<file path="src/hw/art_pkg.sv">
// Package: register map, field positions and constants of the auto-reload timer
package art_pkg;

    // Register indices; the byte address on the bus is four times the index
    localparam logic [7:0] IDX_MODE_CONTROL   = 8'hE5;
    localparam logic [7:0] IDX_FLAGS          = 8'hE6;
    localparam logic [7:0] IDX_CLOCK_EDGE_PS  = 8'hE7;
    localparam logic [7:0] IDX_RELOAD_CAPTURE = 8'hE9;
    localparam logic [7:0] IDX_COMPARE        = 8'hEA;
    localparam logic [7:0] IDX_COUNTER_LIVE   = 8'hEB;

    // Mode-control fields
    localparam int MC_LOAD_STROBE   = 7;
    localparam int MC_COUNT_ENABLE  = 6;
    localparam int MC_WAVE_OE       = 5;
    localparam int MC_EDGE_IRQ_EN   = 4;
    localparam int MC_MATCH_IRQ_EN  = 3;
    localparam int MC_WRAP_IRQ_EN   = 2;
    localparam int MC_MODE_HI       = 1;
    localparam int MC_MODE_LO       = 0;

    // Flag fields
    localparam int FL_EDGE  = 2;
    localparam int FL_MATCH = 1;
    localparam int FL_WRAP  = 0;

    // Clock / edge / prescale fields
    localparam int CE_PS_HI   = 7;
    localparam int CE_PS_LO   = 5;
    localparam int CE_EDGE_POL = 3;
    localparam int CE_EDGE_EN  = 2;
    localparam int CE_CS_HI   = 1;
    localparam int CE_CS_LO   = 0;
    localparam logic [7:0] CE_WRITABLE = 8'hEF;

    // Reset values
    localparam logic [7:0] MODE_CONTROL_RESET = 8'h00;
    localparam logic [7:0] REG_RESET          = 8'h00;
    localparam logic [7:0] COUNTER_MAX        = 8'hFF;

    // Internal divide-by-three terminal count
    localparam logic [1:0] DIV3_LAST = 2'h2;

    // Operating modes
    typedef enum logic [1:0] {
        ART_MODE_AUTO_RELOAD   = 2'h0,
        ART_MODE_CAPTURE       = 2'h1,
        ART_MODE_CAPTURE_RESET = 2'h2,
        ART_MODE_EXT_LOAD      = 2'h3
    } art_mode_t;

    // Counting clock sources
    typedef enum logic [1:0] {
        ART_CLK_INTERNAL = 2'h0,
        ART_CLK_DIV3     = 2'h1,
        ART_CLK_PIN      = 2'h2,
        ART_CLK_RESERVED = 2'h3
    } art_clk_t;

    // AHB-Lite constants
    localparam logic [1:0] HTRANS_NONSEQ = 2'h2;
    localparam logic       HRESP_OKAY    = 1'h0;

endpackage

</file>
<file path="src/hw/art_timer.sv">
// Auto-reload timer with prescaler, capture, external load and PWM output, AHB-Lite slave
// How it works
// - Mode bits 1-0 pick auto-reload, capture, capture-with-reset or external-edge load.
// - Writing one to the load bit loads counter from reload value; reads zero.
// - Count enable runs the counter; cleared, prescaler and counter hold.
// - Output enable gates the waveform onto the timer output pin.
// - Edge interrupt request is edge flag AND its enable.
// - Match interrupt request is match flag AND its enable.
// - Wrap interrupt request is wrap flag AND its enable.
// - Reset clears mode control: timer stopped, interrupts masked, auto-reload.
// - Writing zero clears a flag; writing one leaves it.
// - Every selected active input edge sets the edge flag.
// - Counter stepping onto the compare value sets the match flag.
// - Counter stepping from FFh (to 00h, or to the reload value in auto-reload mode) sets the wrap flag.
// - Prescale select gives division by two to the power of its value.
// - Changing prescale select only moves the tap, never the prescaler count.
// - Edge select: low bit enables detection, high bit picks rising or falling.
// - Clock select: internal, internal divided by three, input pin; 11 reserved.
// - Every counter load also clears the prescaler.
// - Writing 06h to flags clears only wrap, leaving the edge flag pending.
// - Counter view register reads and writes the counter while it runs.
// - In auto-reload mode a wrap reloads the counter from the reload value.
// - Waveform goes high on wrap and low on compare match, every mode.
// - Capture mode copies the counter into the reload register on each edge.
// - Capture-with-reset mode also clears counter and prescaler on each edge.
// - External-load mode copies the reload value into the counter on each edge.
`timescale 1ns/1ps

module art_timer (
    input  wire logic        CLOCK,
    input  wire logic        SRST,
    input  wire logic        HSEL,
    input  wire logic [31:0] HADDR,
    input  wire logic [1:0]  HTRANS,
    input  wire logic        HWRITE,
    input  wire logic [2:0]  HSIZE,
    input  wire logic [31:0] HWDATA,
    input  wire logic        HREADY,
    output logic      [31:0] HRDATA,
    output logic             HREADYOUT,
    output logic             HRESP,
    input  wire logic        TIMER_INPUT_PIN,
    output logic             TIMER_OUTPUT_PIN,
    output logic             TIMER_IRQ
);

    // All state of the block in one record
    typedef struct packed {
        logic [7:0]  mode_control;
        logic [2:0]  flags;
        logic [7:0]  clock_edge_prescale;
        logic [7:0]  reload_capture;
        logic [7:0]  compare;
        logic [7:0]  main_counter;
        logic [6:0]  prescaler_count;
        logic [1:0]  div3_count;
        logic        pin_meta;
        logic        pin_sync;
        logic        pin_prev;
        logic        wave;
        logic        pin_out;
        logic        irq;
        logic        wr_pending;
        logic        rd_pending;
        logic [7:0]  dp_index;
        logic [31:0] rdata;
        logic        ready;
    } art_state_t;

    art_state_t st;
    art_state_t next_st;

    // Register read multiplexer; unmapped words read as zero
    function automatic logic [31:0] read_reg(input art_state_t s, input logic [7:0] idx);
        logic [7:0] v;
        v = 8'h00;
        unique case (idx)
            art_pkg::IDX_MODE_CONTROL:   v = {1'b0, s.mode_control[6:0]};
            art_pkg::IDX_FLAGS:          v = {5'h00, s.flags};
            art_pkg::IDX_CLOCK_EDGE_PS:  v = s.clock_edge_prescale;
            art_pkg::IDX_RELOAD_CAPTURE: v = s.reload_capture;
            art_pkg::IDX_COMPARE:        v = s.compare;
            art_pkg::IDX_COUNTER_LIVE:   v = s.main_counter;
            default:                     v = 8'h00;
        endcase
        return {24'h000000, v};
    endfunction

    // Tap of the prescaler: all low n bits set means the selected divider rolls over
    function automatic logic tap_hit(input logic [6:0] cnt, input logic [2:0] sel);
        logic [6:0] mask;
        mask = 7'(8'hFF >> (4'h8 - {1'b0, sel}));
        return (cnt & mask) == mask;
    endfunction

    logic       addr_take;
    logic [7:0] wd;
    logic       tick;
    logic       step;
    logic       edge_seen;
    logic [7:0] counter_inc;
    logic       wraps;
    art_pkg::art_mode_t mode;
    art_pkg::art_clk_t  clk_sel;

    always_comb begin
        next_st   = st;
        wd        = HWDATA[7:0];
        mode      = art_pkg::art_mode_t'(st.mode_control[art_pkg::MC_MODE_HI:art_pkg::MC_MODE_LO]);
        clk_sel   = art_pkg::art_clk_t'(st.clock_edge_prescale[art_pkg::CE_CS_HI:art_pkg::CE_CS_LO]);
        addr_take = HSEL && HREADY && (HTRANS == art_pkg::HTRANS_NONSEQ);
        tick      = 1'b0;
        step      = 1'b0;
        edge_seen = 1'b0;
        wraps     = 1'b0;

        // Pin synchroniser; only the second stage and its delayed copy feed logic
        next_st.pin_meta = TIMER_INPUT_PIN;
        next_st.pin_sync = st.pin_meta;
        next_st.pin_prev = st.pin_sync;

        // Active edge detection on the synchronised pin
        if (st.clock_edge_prescale[art_pkg::CE_EDGE_EN]) begin
            if (st.clock_edge_prescale[art_pkg::CE_EDGE_POL])
                edge_seen = st.pin_prev && !st.pin_sync;
            else
                edge_seen = !st.pin_prev && st.pin_sync;
        end

        // Divide-by-three runs freely so its phase does not depend on the enable
        next_st.div3_count = (st.div3_count == art_pkg::DIV3_LAST) ? 2'h0 : st.div3_count + 2'h1;

        // Counting clock multiplexer; pin clock counts synchronised rising edges
        unique case (clk_sel)
            art_pkg::ART_CLK_INTERNAL: tick = 1'b1;
            art_pkg::ART_CLK_DIV3:     tick = (st.div3_count == art_pkg::DIV3_LAST);
            art_pkg::ART_CLK_PIN:      tick = !st.pin_prev && st.pin_sync;
            art_pkg::ART_CLK_RESERVED: tick = 1'b0;
        endcase

        // Prescaler and counter advance only while enabled, else both hold
        counter_inc = st.main_counter + 8'h01;
        if (st.mode_control[art_pkg::MC_COUNT_ENABLE] && tick) begin
            next_st.prescaler_count = st.prescaler_count + 7'h01;
            step = tap_hit(st.prescaler_count,
                           st.clock_edge_prescale[art_pkg::CE_PS_HI:art_pkg::CE_PS_LO]);
        end
        if (step) begin
            if (st.main_counter == art_pkg::COUNTER_MAX) begin
                wraps = 1'b1;
                if (mode == art_pkg::ART_MODE_AUTO_RELOAD) begin
                    next_st.main_counter    = st.reload_capture;
                    next_st.prescaler_count = 7'h00;
                end else begin
                    next_st.main_counter = 8'h00;
                end
            end else begin
                next_st.main_counter = counter_inc;
            end
        end

        // Waveform set on wrap, cleared on match; match wins if both coincide
        if (wraps)
            next_st.wave = 1'b1;
        if (step && (next_st.main_counter == st.compare))
            next_st.wave = 1'b0;

        // Edge actions by mode
        if (edge_seen) begin
            unique case (mode)
                art_pkg::ART_MODE_CAPTURE: begin
                    next_st.reload_capture = st.main_counter;
                end
                art_pkg::ART_MODE_CAPTURE_RESET: begin
                    next_st.reload_capture  = st.main_counter;
                    next_st.main_counter    = 8'h00;
                    next_st.prescaler_count = 7'h00;
                end
                art_pkg::ART_MODE_EXT_LOAD: begin
                    next_st.main_counter    = st.reload_capture;
                    next_st.prescaler_count = 7'h00;
                end
                art_pkg::ART_MODE_AUTO_RELOAD: begin
                end
            endcase
        end

        // Flags: software clears by writing zero, hardware set wins the same cycle
        if (st.wr_pending && st.dp_index == art_pkg::IDX_FLAGS)
            next_st.flags = st.flags & wd[2:0];
        if (edge_seen)
            next_st.flags[art_pkg::FL_EDGE] = 1'b1;
        if (step && (next_st.main_counter == st.compare))
            next_st.flags[art_pkg::FL_MATCH] = 1'b1;
        if (wraps)
            next_st.flags[art_pkg::FL_WRAP] = 1'b1;

        // Bus writes land in the data phase; software loads override timer events
        if (st.wr_pending) begin
            unique case (st.dp_index)
                art_pkg::IDX_MODE_CONTROL: begin
                    next_st.mode_control = {1'b0, wd[6:0]};
                    if (wd[art_pkg::MC_LOAD_STROBE]) begin
                        next_st.main_counter    = st.reload_capture;
                        next_st.prescaler_count = 7'h00;
                    end
                end
                art_pkg::IDX_CLOCK_EDGE_PS:  next_st.clock_edge_prescale = wd & art_pkg::CE_WRITABLE;
                art_pkg::IDX_RELOAD_CAPTURE: next_st.reload_capture = wd;
                art_pkg::IDX_COMPARE:        next_st.compare = wd;
                art_pkg::IDX_COUNTER_LIVE: begin
                    next_st.main_counter    = wd;
                    next_st.prescaler_count = 7'h00;
                end
                default: begin
                end
            endcase
        end

        // Registered outputs
        next_st.pin_out = next_st.wave && next_st.mode_control[art_pkg::MC_WAVE_OE];
        next_st.irq = (next_st.flags[art_pkg::FL_EDGE]  && next_st.mode_control[art_pkg::MC_EDGE_IRQ_EN])
                   || (next_st.flags[art_pkg::FL_MATCH] && next_st.mode_control[art_pkg::MC_MATCH_IRQ_EN])
                   || (next_st.flags[art_pkg::FL_WRAP]  && next_st.mode_control[art_pkg::MC_WRAP_IRQ_EN]);

        // Bus slave: writes take no wait state, reads take one so a prior write is seen
        next_st.wr_pending = 1'b0;
        if (st.rd_pending) begin
            next_st.rdata      = read_reg(next_st, st.dp_index);
            next_st.ready      = 1'b1;
            next_st.rd_pending = 1'b0;
        end else if (addr_take) begin
            next_st.dp_index   = HADDR[9:2];
            next_st.wr_pending = HWRITE && (HADDR[31:10] == 22'h000000);
            next_st.rd_pending = !HWRITE;
            next_st.ready      = HWRITE;
            if (!HWRITE && HADDR[31:10] != 22'h000000)
                next_st.dp_index = 8'h00;
        end
    end

    // State register; reset clears everything but ready, which it sets; mode control included
    always_ff @(posedge CLOCK) begin
        if (SRST) begin
            st              <= '0;
            st.mode_control <= art_pkg::MODE_CONTROL_RESET;
            st.ready        <= 1'b1;
        end else begin
            st <= next_st;
        end
    end

    assign HRDATA           = st.rdata;
    assign HREADYOUT        = st.ready;
    assign HRESP            = art_pkg::HRESP_OKAY;
    assign TIMER_OUTPUT_PIN = st.pin_out;
    assign TIMER_IRQ        = st.irq;

endmodule

</file>
<file path="config.mk">
export PLATFORM = sky130hd
export DESIGN_NAME = art_timer
export DESIGN_NICKNAME = d
export VERILOG_FILES = /design/src/hw/art_pkg.sv /design/src/hw/art_timer.sv
export SDC_FILE = /design/constraint.sdc
export NUM_CORES = 1
export LEC_CHECK = 0
export BUFFER_PORTS_ARGS = -buffer_cell sky130_fd_sc_hd__clkbuf_2
export CORE_MARGIN = 4
export CORE_UTILIZATION = 49
export CTS_CLUSTER_DIAMETER = 100
export DETAILED_ROUTE_END_ITERATION = 10
export PLACE_DENSITY = 0.77
export SETUP_SLACK_MARGIN = 0.02
export SYNTH_ARGS = -nofsm -noshare
export SYNTH_HDL_FRONTEND = slang
export SYNTH_SLANG_ARGS = --single-unit
</file>
<file path="constraint.sdc">
create_clock -name CLOCK -period 2.5 [get_ports CLOCK]
set_input_delay 0.25 -clock CLOCK [delete_from_list [all_inputs] [get_ports CLOCK]]
set_output_delay 0.25 -clock CLOCK [all_outputs]
set_load 0.005 [all_outputs]
</file>
=== Yosys cells after proc, flatten, opt, wreduce, memory -nomap -nowiden ===
Cells that the tools add are included.

* Flip-flop bits (word level): 76
* Bits in latches: 0
* Bits in writable memories: 0
* Memory bits (read-only): 0
* Input port bits: 75
* Output and inout port bits: 36
* Logic and storage cells: 106
* Memories kept: 0

* $add $sub $neg: 4
* $mul: 0
* Div/mod/pow operators: 0
* $lt $le $gt $ge: 0
* Equal/unequal tests: 18
* Shifts and indexed selects: 1
* Multiplexer cells: 32
* Bitwise operators: 4
* Reductions and logical operators: 28

{| class="wikitable"
|+ Operator list
! cell !! number
|-
| two-way mux 8 bit || 8
|-
| case mux 15 bit (2 select lines) || 2
|-
| == test 8 bit, second input constant || 7
|-
| case mux 8 bit (6 select lines) || 1
|-
| two-way mux 15 bit || 3
|-
| two-way mux 39 bit || 1
|-
| two-way mux 7 bit || 5
|-
| zero test 22 bit || 1
|-
| nonzero test 22 bit || 1
|-
| == test 8 bit || 2
|-
| logical AND 1 bit || 14
|-
| == test 2 bit, second input constant || 6
|-
| two-way mux 1 bit || 10
|-
| adder 8 x 1 -> 8 bit, second input constant || 1
|-
| right shift 8 x 4 -> 7 bit, first input constant || 1
|-
| adder 7 x 1 -> 7 bit, second input constant || 1
|-
| bitwise AND 7 bit || 1
|-
| == test 7 bit || 1
|-
| OR reduction 2 bit || 3
|-
| == test 2 x 1 -> 1 bit, second input constant || 2
|-
| zero test 2 bit || 2
|-
| case mux 1 bit (4 select lines) || 1
|-
| subtractor 4 x 3 -> 4 bit, first input constant || 1
|-
| bitwise AND 3 bit || 1
|-
| 7 further kinds || 11
|}

=== Logic depth before layout (Yosys ltp) ===
* Depth after elaboration: 16
* Gate-level depth with buffers: 13
* Gate-level depth less buffers: 12

=== Worst setup path after synthesis ===
No wires, ideal clock.

* Path type: register to register
* Start point: register st[87] (netlist bit)
* End point: register st (netlist bit TIMER_IRQ)
* Library setup time: 84 ps
* Data arrival time: 2,599 ps
* Data required time: 2,416 ps
* Setup slack: -183 ps
* Cell stages (with the launch flop): 14
* Path buffers: 1
* Clock period less this slack: 2,683 ps
* Path through: dfxtp_1 > inv_1 > ha_1 > inv_1 > ha_1 > nor2b_1 > o221ai_1 > a211o_1 > buf_6 > a221oi_2 > o221ai_1 > nor4b_2 > a21oi_1 > o31ai_2

* Longest elaborated chain between the ends: 14
* Elaborated cells between the ends (all ways): 17
* Classes of those cells: 1 x add/sub; 2 x eq/ne; 1 x shift; 7 x mux; 1 x bitwise; 5 x reduce/logical

{| class="wikitable"
|+ RTL lines
! item !! line !! source
|-
| from (decl) || art_timer.sv:70 || <nowiki>art_state_t st;</nowiki>
|-
| from (signal assigned) || art_timer.sv:249 || <nowiki>st <= next_st;</nowiki>
|-
| subtractor 4 x 3 -> 4 bit (*) || art_timer.sv:92 || <nowiki>mask = 7'(8'hFF >> (4'h8 - {1'b0, sel}));</nowiki>
|-
| right shift 8 x 4 -> 7 bit (*) || art_timer.sv:92 ||
|-
| bitwise AND 7 bit || art_timer.sv:93 || <nowiki>return (cnt & mask) == mask;</nowiki>
|-
| == test 7 bit (*) || art_timer.sv:93 ||
|-
| two-way mux 1 bit (*) || art_timer.sv:143 || <nowiki>if (st.mode_control[art_pkg::MC_COUNT_ENABLE] && tick) begin</nowiki>
|-
| two-way mux 15 bit || art_timer.sv:148 || <nowiki>if (step) begin</nowiki>
|-
| case mux 15 bit (2 select lines) || art_timer.sv:170 || <nowiki>unique case (mode)</nowiki>
|-
| two-way mux 15 bit || art_timer.sv:169 || <nowiki>if (edge_seen) begin</nowiki>
|-
| == test 8 bit || art_timer.sv:193 || <nowiki>if (step && (next_st.main_counter == st.compare))</nowiki>
|-
| logical AND 1 bit || art_timer.sv:193 ||
|-
| two-way mux 1 bit || art_timer.sv:193 ||
|-
| logical AND 1 bit || art_timer.sv:223 || <nowiki>|| (next_st.flags[art_pkg::FL_MATCH] && next_st.mode_control[art_pkg::MC_MATCH_IRQ_EN])</nowiki>
|-
| logical OR 1 bit || art_timer.sv:223 ||
|-
| logical OR 1 bit (*) || art_timer.sv:224 || <nowiki>|| (next_st.flags[art_pkg::FL_WRAP] && next_st.mode_control[art_pkg::MC_WRAP_IRQ_EN]);</nowiki>
|}

Mark *: on every way between the ends. The rest lies on a longest branch, timed or not.
A chain may end at the register's enable or synchronous reset.

=== Worst setup path in the final report ===
* Start point: register st[84] (netlist bit)
* End point: register st (netlist bit TIMER_IRQ)

* Longest elaborated chain between the ends: 8
* Elaborated cells between the ends (all ways): 10
* Classes of those cells: 1 x eq/ne; 4 x mux; 5 x reduce/logical

{| class="wikitable"
|+ RTL lines
! item !! line !! source
|-
| two-way mux 1 bit (*) || art_timer.sv:123 || <nowiki>if (st.clock_edge_prescale[art_pkg::CE_EDGE_EN]) begin</nowiki>
|-
| two-way mux 15 bit || art_timer.sv:169 ||
|-
| == test 8 bit || art_timer.sv:193 ||
|-
| logical AND 1 bit || art_timer.sv:193 ||
|-
| two-way mux 1 bit || art_timer.sv:193 ||
|-
| logical AND 1 bit || art_timer.sv:223 ||
|-
| logical OR 1 bit (*) || art_timer.sv:223 ||
|-
| logical OR 1 bit (*) || art_timer.sv:224 ||
|}

Marks and branches as above.

==> impl_metrics.env <==
export IMPL_clockBufferDepth=2
export IMPL_die_area_um2=11300
export IMPL_port_buffers=56
export IMPL_cp_top_family="simple AND/OR/NAND/NOR gates"
export IMPL_grt_setup_unrepaired="true"
export IMPL_crit_path_start_kind="flip-flop"
export IMPL_grt_use_met3=0.0431
export IMPL_p_per_area_nw_per_um2=355
export IMPL_hold_violations=0
export IMPL_combinationalPowerShare=0.054
export IMPL_final_core_util=0.668
export IMPL_h_tree_depth=3
export IMPL_grt_pass1_wl_um=26000
export IMPL_worst_slack_ps=-344
export IMPL_n_antenna_cell=0
export IMPL_ys_ff_latch=76
export IMPL_cts_tree="yes"
export IMPL_clock_root_buffer="clkbuf_8"
export IMPL_maxSlewHeadroom=0.579
export IMPL_cp_slowest_cell="nor4b_2"
export IMPL_worstSetupEndpointType="flip-flop"
export IMPL_crit_type="reg2reg"
export IMPL_worstSkewPairLatency_ps=360
export IMPL_ys_types=71
export IMPL_final_max_slew_viol_count=0
export IMPL_worst_pin_slew_ps=632
export IMPL_drc_errors=0
export IMPL_violations="negative setup slack"
export IMPL_clkTransAtPathRegs_ps=80
export IMPL_die_x_um=106
export IMPL_cts_made_buffers=9
export IMPL_ant_nets=0
export IMPL_syn_to_final_growth_pct=31.1
export IMPL_holdCritPathClass="in2reg"
export IMPL_core_rowCount=35
export IMPL_avgSynthCellArea_um2=7.82
export IMPL_first_pass_iters=5
export IMPL_final_common_cell="buf_4"
export IMPL_cts_hold_repair_buffers=0
export IMPL_dp_hpwl_um=12500
export IMPL_wirelength_um=16300
export IMPL_routedWlPerCell_um=18.8
export IMPL_placed_area_um2=5680
export IMPL_yosys_most_used_dff="dfxtp_1"
export IMPL_grt_overflow_total=0
export IMPL_grt_max_degree=50
export IMPL_grt_met1_usage=0.356
export IMPL_finalCriticalPeriod_ps=2840
export IMPL_grt_pass1_vias=5195
export IMPL_crit_chain="and4b_1 > o22ai_1 > buf_4 > o2111ai_1 > nor4bb_2 > o2111ai_1 > nor4b_2 > buf_4 > a21oi_4 > o31ai_2"
export IMPL_grt_use_total=0.289
export IMPL_ys_seq_area_frac=0.320
export IMPL_critical_path_max_stage_delay_ps=430
export IMPL_synth_edf_count=0
export IMPL_netlist_area_um2=4750
export IMPL_fmax_mhz=352
export IMPL_crit_required_ps=2770
export IMPL_gr_usage_met2=0.494
export IMPL_cp_max_fo=6
export IMPL_grt_busiest_layer="met2"
export IMPL_most_common_layout_cells="buf_4, dfxtp_1, nand2_1, clkbuf_2, nor2_1"
export IMPL_start_util=0.509
export IMPL_core_um2=9330
export IMPL_fin_crit_sh=1.14
export IMPL_drt_iter0_markers=555
export IMPL_clock_skew_ps=9.92
export IMPL_cts_sinks=76
export IMPL_fin_nets=817
export IMPL_gp_congestion=0.997
export IMPL_io_pins=111
export IMPL_ir_drop_mv=0.340
export IMPL_cap_violations=0
export IMPL_ys_warn_count=0
export IMPL_fp_dieH_um=106
export IMPL_syn_inst=607
export IMPL_fin_area_um2=6230
export IMPL_sw_frac_of_total=0.262
export IMPL_routed_via_density=6.05
export IMPL_switching_power_mw=0.578
export IMPL_setup_violations=15
export IMPL_status="finished, violations left"
export IMPL_drive_gt1_frac=0.328
export IMPL_vias=5246
export IMPL_pwr_share_seq=0.554
export IMPL_worstPathBufferInverterCount=2
export IMPL_p_int_mw=1.63
export IMPL_p_clk_frac=0.392
export IMPL_leakagePower_nw=2.52
export IMPL_antenna_found_initial=0
export IMPL_cp_arrival_ps=3120
export IMPL_async_flop_share=0
-- through the flow --
step	setup TNS [ps]	setup WS, ps	power [mW]	cells	hold WS (ps)
after detailed placement	-3190	-364	1.37	844	425
after global routing	-3940	-427	2.29	867	97.6
final	-2160	-344	2.21	867	101
after CTS	-1290	-171	2.21	866	93.1
after global placement	-2120	-322	1.36	844	405
after floorplan	0	28.2	1.33	631	342
-- per-layer routing --
layer | part of all wire | vias up
li1 | - | 2421
met1 | 0.39 | 2455
met2 | 0.48 | 321
met3 | 0.094 | 49
met4 | 0.038 | 0
met5 | 0 | -
-- synthesized netlist by cell type, types with 3 or more instances --
master,n,area (um^2)
xnor2_1,11,96.3
o221ai_1,11,96.3
nand2b_1,5,31.3
nor2_1,56,210
a22oi_1,14,105
nor3_1,13,65.1
buf_1,4,15.0
dfxtp_1,76,1520
o211ai_1,3,22.5
and2_1,4,25.0
a221oi_1,10,87.6
a22o_1,3,26.3
o2111ai_1,3,26.3
xor2_1,6,52.6
buf_4,34,255
o21ai_1,3,15.0
nand2_1,68,255
a2111oi_0,3,26.3
a21oi_1,47,235
nor2b_1,12,75.1
inv_1,18,67.6
a21o_1,3,22.5
nor4_1,7,43.8
a31oi_1,6,37.5
clkbuf_1,29,109
nand4_1,7,43.8
mux2i_1,15,150
buf_2,3,15.0
a211oi_1,16,120
o21a_1,5,37.5
ha_1,9,113
o21ai_0,19,95.1
and3_1,7,43.8
nand3_1,27,135
-- cells by family (layout without fill, tap and decap cells) --
kind of cell	Yosys count	in the layout	synth area share
compound gates	173	173	0.256
flops	76	76	0.320
simple gates	225	225	0.232
xor+xnor	17	17	0.0313
fa+ha+maj	9	9	0.0237
mux	17	17	0.0364
other cells	1	25	0.000790
buf+inv	89	196	0.0996
-- registers in the layout (all words and copies together), names as in the netlist --
name and count:
TIMER_IRQ 1, HREADYOUT 1, next_st 2, HRDATA 8
clk_sel 2, st 59, TIMER_OUTPUT_PIN 1, mode 2
-- final timing paths --
path / from / to / slack, ps / cells after the start
max reg2reg: st[84]$_SDFF_PP0_ / TIMER_IRQ$_SDFF_PP0_ / -340 / 10
max: st[84]$_SDFF_PP0_ / TIMER_IRQ$_SDFF_PP0_ / -340 / 10
min: TIMER_INPUT_PIN / next_st[47]$_SDFF_PP0_ / 100 / 2
min reg2reg: st[49]$_SDFF_PP0_ / st[49]$_SDFF_PP0_ / 440 / 1
-- power groups by stage --
| stage | Sequential [mW] | Combinational [mW] | Clock, mW |
|---|---|---|---|
| after floorplan | 1.25 | 0.0769 | 0 |
| after global placement | 1.25 | 0.110 | 0 |
| after detailed placement | 1.25 | 0.114 | 0 |
| after CTS | 1.22 | 0.115 | 0.867 |
| after global routing | 1.23 | 0.129 | 0.939 |
| final | 1.22 | 0.119 | 0.866 |
-- cell type report --
cell class | instances | area [um^2]
multi-input cells | 466 | 3180
fillers | 771 | 3100
flip-flops and latches | 76 | 1520
repair buffers | 162 | 1120
well taps | 129 | 161
clock buffers | 9 | 124
inverters | 18 | 67.6
clock inverters | 7 | 51.3
-- repair_timing --
action	4_1_cts	5_1_grt
buffers inserted	5	1
pin swaps	13	7
gates resized for setup	48	16
cloned	1	0
setup endpoints to repair	19	26
hold endpoints to repair	0	0
Note: power is estimated with default switching activity, not from simulation.
